## src/sec_pkg.sv

```systemverilog
// Constants shared by the event capture block
package sec_pkg;

   ////////////////////////////////////////////////////////////////////////////
   localparam logic [6:0] SEC_ADDR_SYS_EN   = 7'h04;
   localparam logic [6:0] SEC_ADDR_SUP_EN   = 7'h1C;
   localparam logic [6:0] SEC_ADDR_TRX_EN   = 7'h23;
   localparam logic [6:0] SEC_ADDR_LOC_EN   = 7'h4C;
   localparam logic [6:0] SEC_ADDR_TRX_STAT = 7'h63;
   localparam logic [6:0] SEC_ADDR_LOC_STAT = 7'h64;

   ////////////////////////////////////////////////////////////////////////////
   localparam int SEC_BIT_OTW_EN      = 2;
   localparam int SEC_BIT_SERFAIL_EN  = 1;
   localparam int SEC_BIT_SEC_OVER    = 2;
   localparam int SEC_BIT_SEC_UNDER   = 1;
   localparam int SEC_BIT_PRIM_UNDER  = 0;
   localparam int SEC_BIT_SILENCE     = 4;
   localparam int SEC_BIT_TRX_FAIL    = 1;
   localparam int SEC_BIT_BUS_WAKE    = 0;
   localparam int SEC_BIT_RISE        = 1;
   localparam int SEC_BIT_FALL        = 0;

   localparam logic [7:0] SEC_MASK_SYS_EN   = 8'h06;
   localparam logic [7:0] SEC_MASK_SUP_EN   = 8'h07;
   localparam logic [7:0] SEC_MASK_TRX_EN   = 8'h13;
   localparam logic [7:0] SEC_MASK_LOC_EN   = 8'h03;
   localparam logic [7:0] SEC_MASK_TRX_STAT = 8'h13;
   localparam logic [7:0] SEC_MASK_LOC_STAT = 8'h03;
   localparam logic [7:0] SEC_RESET_VALUE   = 8'h00;

   ////////////////////////////////////////////////////////////////////////////
   localparam logic [5:0] SEC_FRAME_BITS_A = 6'h10;
   localparam logic [5:0] SEC_FRAME_BITS_B = 6'h18;
   localparam logic [5:0] SEC_FRAME_BITS_C = 6'h20;

   ////////////////////////////////////////////////////////////////////////////
   localparam int SEC_CLK_PERIOD_NS     = 20;
   localparam int SEC_SILENCE_TIMEOUT_US = 1000;
   localparam int SEC_SILENCE_CYCLES    = (SEC_SILENCE_TIMEOUT_US * 1000) / SEC_CLK_PERIOD_NS;

   typedef enum logic {
      SEC_IDLE  = 1'b0,
      SEC_ARMED = 1'b1
   } sec_silence_state_type;

endpackage

```

## src/sec_event_capture.sv

```systemverilog
// Event capture enables and transceiver / local input event flags
//
// Contract
// Set transceiver failure flag on transceiver shutdown, never in deep low-power state.
// Set bus wake-up flag on bus wake while transceiver is offline.
// Set local-input rise flag, bit 1 at 64h, on a low-to-high input edge.
// Set local-input fall flag, bit 0 at 64h, on a high-to-low input edge.
// System enable bit 2 at 04h gates overtemperature warning capture.
// System enable bit 1 switches serial failure detection on or off.
// Supply enable bit 2 at 1Ch gates secondary supply overvoltage capture.
// Supply enable bit 1 gates secondary supply undervoltage capture.
// Supply enable bit 0 gates primary regulator undervoltage capture.
// Transceiver enable bit 4 at 23h switches bus-silence detection on or off.
// Transceiver enable bit 1 gates transceiver failure capture.
// Transceiver enable bit 0 gates bus wake-up capture.
// Local enable bit 1 at 4Ch gates rising-edge detection.
// Local enable bit 0 at 4Ch gates falling-edge detection.
// Silence flag sets after timeout without activity, if enabled and bus was active.
// Serial failure on bad bit count, illegal mode or locked write, not asleep.
// Captured flags stay set until software clears them by writing; serialFailFlag clears on the serialFailClear input instead.
`timescale 1ns/1ps
module sec_event_capture
   import sec_pkg::*;
#(
   parameter int SILENCE_CYCLES = SEC_SILENCE_CYCLES
) (
   input  wire logic       mclk,
   input  wire logic       srst,
   input  wire logic [6:0] regAddr,
   input  wire logic       regWrEn,
   input  wire logic       regRdEn,
   input  wire logic [7:0] regWrData,
   output logic      [7:0] regRdData,
   input  wire logic       deepSleep,
   input  wire logic       transceiverOffFault,
   input  wire logic       transceiverOffline,
   input  wire logic       busWakeEvent,
   input  wire logic       busActive,
   input  wire logic       wakePin,
   input  wire logic       overtempWarn,
   input  wire logic       secSupplyOver,
   input  wire logic       secSupplyUnder,
   input  wire logic       primaryUnder,
   input  wire logic       serialFrameEnd,
   input  wire logic [5:0] serialBitCount,
   input  wire logic       serialIllegalMode,
   input  wire logic       serialLockedWrite,
   input  wire logic       serialFailClear,
   output logic            overtempCapture,
   output logic            secSupplyOverCapture,
   output logic            secSupplyUnderCapture,
   output logic            primaryUnderCapture,
   output logic            serialFailFlag
);

   ////////////////////////////////////////////////////////////////////////////
   // Set wins over a clear arriving in the same cycle
   function automatic logic [7:0] stickyNext(input logic [7:0] cur,
                                             input logic [7:0] setBits,
                                             input logic [7:0] clrBits);
      stickyNext = (cur & ~clrBits) | setBits;
   endfunction

   ////////////////////////////////////////////////////////////////////////////
   logic [7:0] sysEn_reg;
   logic [7:0] sysEn_next;
   logic [7:0] supEn_reg;
   logic [7:0] supEn_next;
   logic [7:0] trxEn_reg;
   logic [7:0] trxEn_next;
   logic [7:0] locEn_reg;
   logic [7:0] locEn_next;
   logic [7:0] trxStat_reg;
   logic [7:0] trxStat_next;
   logic [7:0] locStat_reg;
   logic [7:0] locStat_next;
   logic [7:0] rdData_reg;
   logic [7:0] rdData_next;
   logic       wakePrev_reg;
   logic       wakePrev_next;
   logic       wakeValid_reg;
   logic       wakeValid_next;
   logic [3:0] capt_reg;
   logic [3:0] capt_next;
   logic       serFail_reg;
   logic       serFail_next;
   logic       silencePulse;
   logic [7:0] trxSet;
   logic [7:0] locSet;
   logic [7:0] trxClr;
   logic [7:0] locClr;
   logic       badCount;
   logic       serialFault;

   ////////////////////////////////////////////////////////////////////////////
   sec_silence_timer #(
      .TIMEOUT_CYCLES(SILENCE_CYCLES)
   ) u_silence (
      .mclk        (mclk),
      .srst        (srst),
      .enable      (trxEn_reg[SEC_BIT_SILENCE]),
      .busActive   (busActive),
      .silencePulse(silencePulse)
   );

   ////////////////////////////////////////////////////////////////////////////
   // Register writes and reads
   always_comb begin
      sysEn_next  = sysEn_reg;
      supEn_next  = supEn_reg;
      trxEn_next  = trxEn_reg;
      locEn_next  = locEn_reg;
      trxClr      = 8'h00;
      locClr      = 8'h00;
      rdData_next = rdData_reg;
      if (regWrEn) begin
         unique case (regAddr)
            SEC_ADDR_SYS_EN:   sysEn_next = regWrData & SEC_MASK_SYS_EN;
            SEC_ADDR_SUP_EN:   supEn_next = regWrData & SEC_MASK_SUP_EN;
            SEC_ADDR_TRX_EN:   trxEn_next = regWrData & SEC_MASK_TRX_EN;
            SEC_ADDR_LOC_EN:   locEn_next = regWrData & SEC_MASK_LOC_EN;
            SEC_ADDR_TRX_STAT: trxClr = regWrData & SEC_MASK_TRX_STAT;
            SEC_ADDR_LOC_STAT: locClr = regWrData & SEC_MASK_LOC_STAT;
            default: ;
         endcase
      end
      if (regRdEn) begin
         unique case (regAddr)
            SEC_ADDR_SYS_EN:   rdData_next = sysEn_reg;
            SEC_ADDR_SUP_EN:   rdData_next = supEn_reg;
            SEC_ADDR_TRX_EN:   rdData_next = trxEn_reg;
            SEC_ADDR_LOC_EN:   rdData_next = locEn_reg;
            SEC_ADDR_TRX_STAT: rdData_next = trxStat_reg;
            SEC_ADDR_LOC_STAT: rdData_next = locStat_reg;
            default:           rdData_next = 8'h00;
         endcase
      end
   end

   ////////////////////////////////////////////////////////////////////////////
   // Event capture into sticky flags
   always_comb begin
      trxSet = 8'h00;
      locSet = 8'h00;
      // Deep low-power state masks the shutdown report
      trxSet[SEC_BIT_TRX_FAIL] = transceiverOffFault && !deepSleep && trxEn_reg[SEC_BIT_TRX_FAIL];
      trxSet[SEC_BIT_BUS_WAKE] = busWakeEvent && transceiverOffline && trxEn_reg[SEC_BIT_BUS_WAKE];
      trxSet[SEC_BIT_SILENCE]  = silencePulse;
      // First sample after reset only seeds the history, no false edge
      locSet[SEC_BIT_RISE] = wakeValid_reg && !wakePrev_reg && wakePin && locEn_reg[SEC_BIT_RISE];
      locSet[SEC_BIT_FALL] = wakeValid_reg && wakePrev_reg && !wakePin && locEn_reg[SEC_BIT_FALL];
      trxStat_next   = stickyNext(trxStat_reg, trxSet, trxClr);
      locStat_next   = stickyNext(locStat_reg, locSet, locClr);
      wakePrev_next  = wakePin;
      wakeValid_next = 1'b1;
   end

   ////////////////////////////////////////////////////////////////////////////
   // Gated system and supply events, handed on registered
   always_comb begin
      badCount = (serialBitCount != SEC_FRAME_BITS_A) && (serialBitCount != SEC_FRAME_BITS_B)
                 && (serialBitCount != SEC_FRAME_BITS_C);
      serialFault = ((serialFrameEnd && badCount) || serialIllegalMode || serialLockedWrite)
                    && !deepSleep && sysEn_reg[SEC_BIT_SERFAIL_EN];
      serFail_next = serialFault || (serFail_reg && !serialFailClear);
      capt_next[0] = overtempWarn && sysEn_reg[SEC_BIT_OTW_EN];
      capt_next[1] = secSupplyOver && supEn_reg[SEC_BIT_SEC_OVER];
      capt_next[2] = secSupplyUnder && supEn_reg[SEC_BIT_SEC_UNDER];
      capt_next[3] = primaryUnder && supEn_reg[SEC_BIT_PRIM_UNDER];
   end

   ////////////////////////////////////////////////////////////////////////////
   always_ff @(posedge mclk) begin
      if (srst) begin
         sysEn_reg     <= SEC_RESET_VALUE;
         supEn_reg     <= SEC_RESET_VALUE;
         trxEn_reg     <= SEC_RESET_VALUE;
         locEn_reg     <= SEC_RESET_VALUE;
         trxStat_reg   <= SEC_RESET_VALUE;
         locStat_reg   <= SEC_RESET_VALUE;
         rdData_reg    <= 8'h00;
         wakePrev_reg  <= 1'b0;
         wakeValid_reg <= 1'b0;
         capt_reg      <= 4'h0;
         serFail_reg   <= 1'b0;
      end else begin
         sysEn_reg     <= sysEn_next;
         supEn_reg     <= supEn_next;
         trxEn_reg     <= trxEn_next;
         locEn_reg     <= locEn_next;
         trxStat_reg   <= trxStat_next;
         locStat_reg   <= locStat_next;
         rdData_reg    <= rdData_next;
         wakePrev_reg  <= wakePrev_next;
         wakeValid_reg <= wakeValid_next;
         capt_reg      <= capt_next;
         serFail_reg   <= serFail_next;
      end
   end

   assign regRdData             = rdData_reg;
   assign overtempCapture       = capt_reg[0];
   assign secSupplyOverCapture  = capt_reg[1];
   assign secSupplyUnderCapture = capt_reg[2];
   assign primaryUnderCapture   = capt_reg[3];
   assign serialFailFlag        = serFail_reg;
endmodule // sec_event_capture

```

## src/sec_silence_timer.sv

```systemverilog
// Bus silence timeout counter
`timescale 1ns/1ps
module sec_silence_timer
   import sec_pkg::*;
#(
   parameter int TIMEOUT_CYCLES = SEC_SILENCE_CYCLES
) (
   input  wire logic mclk,
   input  wire logic srst,
   input  wire logic enable,
   input  wire logic busActive,
   output logic      silencePulse
);

   localparam int CNT_W = $clog2(TIMEOUT_CYCLES + 1);
   localparam logic [CNT_W-1:0] LAST = CNT_W'(TIMEOUT_CYCLES - 1);

   sec_silence_state_type state_reg;
   sec_silence_state_type state_next;
   logic [CNT_W-1:0]      count_reg;
   logic [CNT_W-1:0]      count_next;
   logic                  pulse_reg;
   logic                  pulse_next;

   ////////////////////////////////////////////////////////////////////////////
   always_comb begin
      state_next = state_reg;
      count_next = count_reg;
      pulse_next = 1'b0;
      unique case (state_reg)
         SEC_IDLE: begin
            // Only a bus that was active can fall silent
            if (enable && busActive) begin
               state_next = SEC_ARMED;
               count_next = '0;
            end
         end
         SEC_ARMED: begin
            if (!enable) begin
               state_next = SEC_IDLE;
            end else if (busActive) begin
               count_next = '0;
            end else if (count_reg == LAST) begin
               pulse_next = 1'b1;
               state_next = SEC_IDLE;
            end else begin
               count_next = count_reg + CNT_W'(1);
            end
         end
      endcase
   end

   always_ff @(posedge mclk) begin
      if (srst) begin
         state_reg <= SEC_IDLE;
         count_reg <= '0;
         pulse_reg <= 1'b0;
      end else begin
         state_reg <= state_next;
         count_reg <= count_next;
         pulse_reg <= pulse_next;
      end
   end

   assign silencePulse = pulse_reg;
endmodule // sec_silence_timer

```

## config.mk

```make
export PLATFORM = sky130hd
export DESIGN_NAME = sec_event_capture
export DESIGN_NICKNAME = d
export VERILOG_FILES = /design/src/sec_pkg.sv /design/src/sec_event_capture.sv /design/src/sec_silence_timer.sv
export SDC_FILE = /design/constraint.sdc
export NUM_CORES = 1
export LEC_CHECK = 0
export BUFFER_PORTS_ARGS = -buffer_cell sky130_fd_sc_hd__buf_2
export CORE_UTILIZATION = 57
export DETAILED_ROUTE_END_ITERATION = 8
export PLACE_DENSITY_LB_ADDON = 0.08
export SYNTH_ARGS = -nofsm -noshare
export SYNTH_HDL_FRONTEND = slang
export SYNTH_SLANG_ARGS = --single-unit
```

## constraint.sdc

```tcl
create_clock -name mclk -period 3.63 [get_ports mclk]
set_clock_uncertainty 0.05 [all_clocks]
set_input_delay 0.726 -clock mclk [delete_from_list [all_inputs] [get_ports mclk]]
set_output_delay 0.726 -clock mclk [all_outputs]
set_load 0.01 [all_outputs]
```

==> results.md <==
* Status: complete, no violations
* Maximum vdd drop at about 260 uV
* Clk buf depth at 2
* CP startpoint kind: input port
* IO Pins at 52
* GPL Wtd Cong at ~0.88
* Vias in the first global route at around 1700
* Commonest non-fill, non-tap cell in the layout: dfxtp_1
* Design area at between 2000 and 3000 um2
* TritonCTS Buffers at 5
* Number of flops mapped to enable cells by yosys at 0
* CP Cell Sequence: buf_2 > nor3b_1 > buf_4 > and2_1 > a41oi_1 > a31oi_1
* Netlist cell types at 48
* Rows at 22
* Max-slew violation count at 0
* Ys flop type: dfxtp_1
* H-tree level count at 2
* Root buffer cell: clkbuf_8
* CTS tree: built
* Post_cts resized at 0
* Number of synthesis warnings at 0
* Unrepaired setup endpoints after global routing: false
* Total routed wirelength at 4650 um
* Final Cycle Share at ~60%
* Initial antenna violation count at 0
* 1st-iter DRT viols at between 100 and 150
* # diodes at 0
* Post-DP HPWL at 3425 um
* Die height at 64.03 um
* Post-synth top area cell: dfxtp_1
* PwrDens at ~360 nW/um2
* Layout cells sized above 1 at between 20% and 30%
* Largest register FFs at 16
* Period minus WS final at between 2 and 2.5 ns
* Share of the synthesized area in the top cell type at 40.16%
* Die area at just over 4000 um2
* DR vias at just under 2000
* Max-cap violations at 0
* Sequential element share of the synthesized area at 40.16%
* Initial Util at approximately three fifths
* DRT Pass-1 Iters at 4
* Finish-stage setup viols at 0
* Cell Area, Synth at 2193 um2
* Setup total negative slack at 0 ns
* Yosys reg bits at 44
* Final Hold Viols at 0
* Mapped Cells at between 200 and 250
* Synth-to-layout area growth at 14.66%
* WS Path Type: input port to flip-flop
* Nets at 328
* Min-Delay Path Class: flip-flop to flip-flop
* Largest net degree at the start of global routing at 28
* Critical path's largest stage delay at 0.49 ns
* Fill cell count at 320
* Post-DR wirelength/cell at roughly 14 um
* Post-route DRC at 0
* Clk sinks at 44
* Routed Antenna Nets at 0
* Placed cell area at approximately 2400 um2
* Buffer count from post-CTS setup fixing at 0
* Worst-path clk slew at roughly 0.08 ns
* Slew margin rel. at 59.53%
* Total GRT Usage at between 20% and 30%
* Total gr overflow at 0
* CTS Hold Bufs at 0
* Core area at roughly 3700 um2
* Synth top area cells: dfxtp_1, mux2i_1, a31oi_1, nand4_1, nor2_1
* Port buffer count at 43
* Insertion delay to the later sink of the worst-skew pair at roughly 0.29 ns
* Leak at 1.015 nW
* WP data required at around 3.8 ns
* Crit path arrival time at around 2.3 ns
* Max Fclk at between 0.4 and 0.5 GHz
* Worst-margin pin slew at between 0.6 and 0.7 ns
* Commonest non-fill, non-tap cells in the layout: dfxtp_1, buf_2, nor2_1
* Asr flop ratio synth at 0%
* First-pass GRT wire length at a little under 8000 um
* Die X at about 64 um
* Slowest cell on the critical path: and2_1
* Critical path peak fanout at 27
* Mapped Avg Cell Area at 8.809 um2
* Vias per cell at between 5 and 6
* CP Capture Type: flip-flop
synthesized netlist by cell type, types with 2 or more instances:
| library cell | n |
|---|---|
| nand4_2 | 2 |
| nand3_1 | 10 |
| nor2_1 | 20 |
| nor4_1 | 2 |
| o21ai_0 | 11 |
| mux2i_1 | 11 |
| nand2_1 | 12 |
| a31oi_1 | 15 |
| clkbuf_1 | 6 |
| nand4_1 | 13 |
| nor3b_1 | 3 |
| nand4b_1 | 4 |
| and4b_1 | 2 |
| inv_1 | 11 |
| buf_4 | 4 |
| a41oi_1 | 4 |
| nor3_1 | 7 |
| a21oi_1 | 10 |
| nor3b_2 | 2 |
| buf_2 | 4 |
| and2_1 | 4 |
| mux2_2 | 2 |
| nand3b_1 | 3 |
| a311oi_1 | 2 |
| nor2b_1 | 5 |
| and3_1 | 7 |
| or4_1 | 2 |
| a22o_1 | 4 |
| nand2b_1 | 4 |
| dfxtp_1 | 44 |
| a32oi_1 | 2 |
through the flow:
step | worst slack (ns) | hold slack [ns] | total power, mW | util [%] | std cells
6_report | 1.467 | 0.4223 | 0.9032 | 68.18 | 337
5_1_grt | 1.358 | 0.4498 | 0.9419 | 68.18 | 337
4_1_cts | 1.482 | 0.4219 | 0.9127 | 68.18 | 337
3_5_place_dp | 1.174 | 0.4089 | 0.5495 | 65.16 | 329
3_3_place_gp | 1.212 | 0.4028 | 0.5487 | 65.16 | 329
2_1_floorplan | 1.720 | 0.3959 | 0.5262 | - | 252
final cells by class:
type                            instances  area (um2)  share of cell area [%]
Multi-Input combinational cell        182        1199                   47.66
Sequential cell                        44       880.8                   35.02
Timing Repair Buffer                   44       222.7                   8.856
Clock buffer                            5       68.82                   2.736
Tap cell                               48       60.06                   2.388
Clock inverter                          3       42.54                   1.692
Inverter                               11       41.29                   1.642
metal layers:
metal / vias up / global-route usage (%) / wire length [um]
met4: 0 / 6.818 / 36
met3: 4 / 4.821 / 273
li1: 1007 / - / -
met1: 902 / 36.00 / 2447
met5: - / 0 / 0
met2: 61 / 35.64 / 1893
worst max-delay path, delay by kind of cell:
family          cells  cell delay, ns
simple gates        2            0.73
buf+inv             2            0.46
compound gates      2            0.39
cells by family (layout without fill, tap and decap cells):
kind of cell               Yosys count  count (layout)  synth area share, %
and+or+nand+nor                    107             107                29.89
other                                1               4               0.1710
AOI/OAI and AO/OA                   57              57                17.46
muxes                               13              13                6.047
buffers and inverters               26              63                5.705
DFF                                 44              44                40.16
adders and majority gates            1               1               0.5704
path summary, 6_finish.rpt:
| kind | startpoint | end | slack (ns) | depth (start not counted) |
|---|---|---|---|---|
| hold reg to reg | regRdData[2] | regRdData[2] | 0.42 | 2 |
| hold / removal | regRdData[2] | regRdData[2] | 0.42 | 2 |
| setup / recovery | srst | u_silence.count_reg[14] | 1.47 | 6 |
| setup reg to reg | u_silence.count_reg[0] | u_silence.count_reg[3] | 1.60 | 5 |
power breakdown:
group          total [mW]  internal, mW  switching, mW
Clock               0.365         0.204          0.161
Sequential          0.486         0.485        0.00116
Combinational      0.0526        0.0218         0.0308
Power figures use the tool's default switching activity.
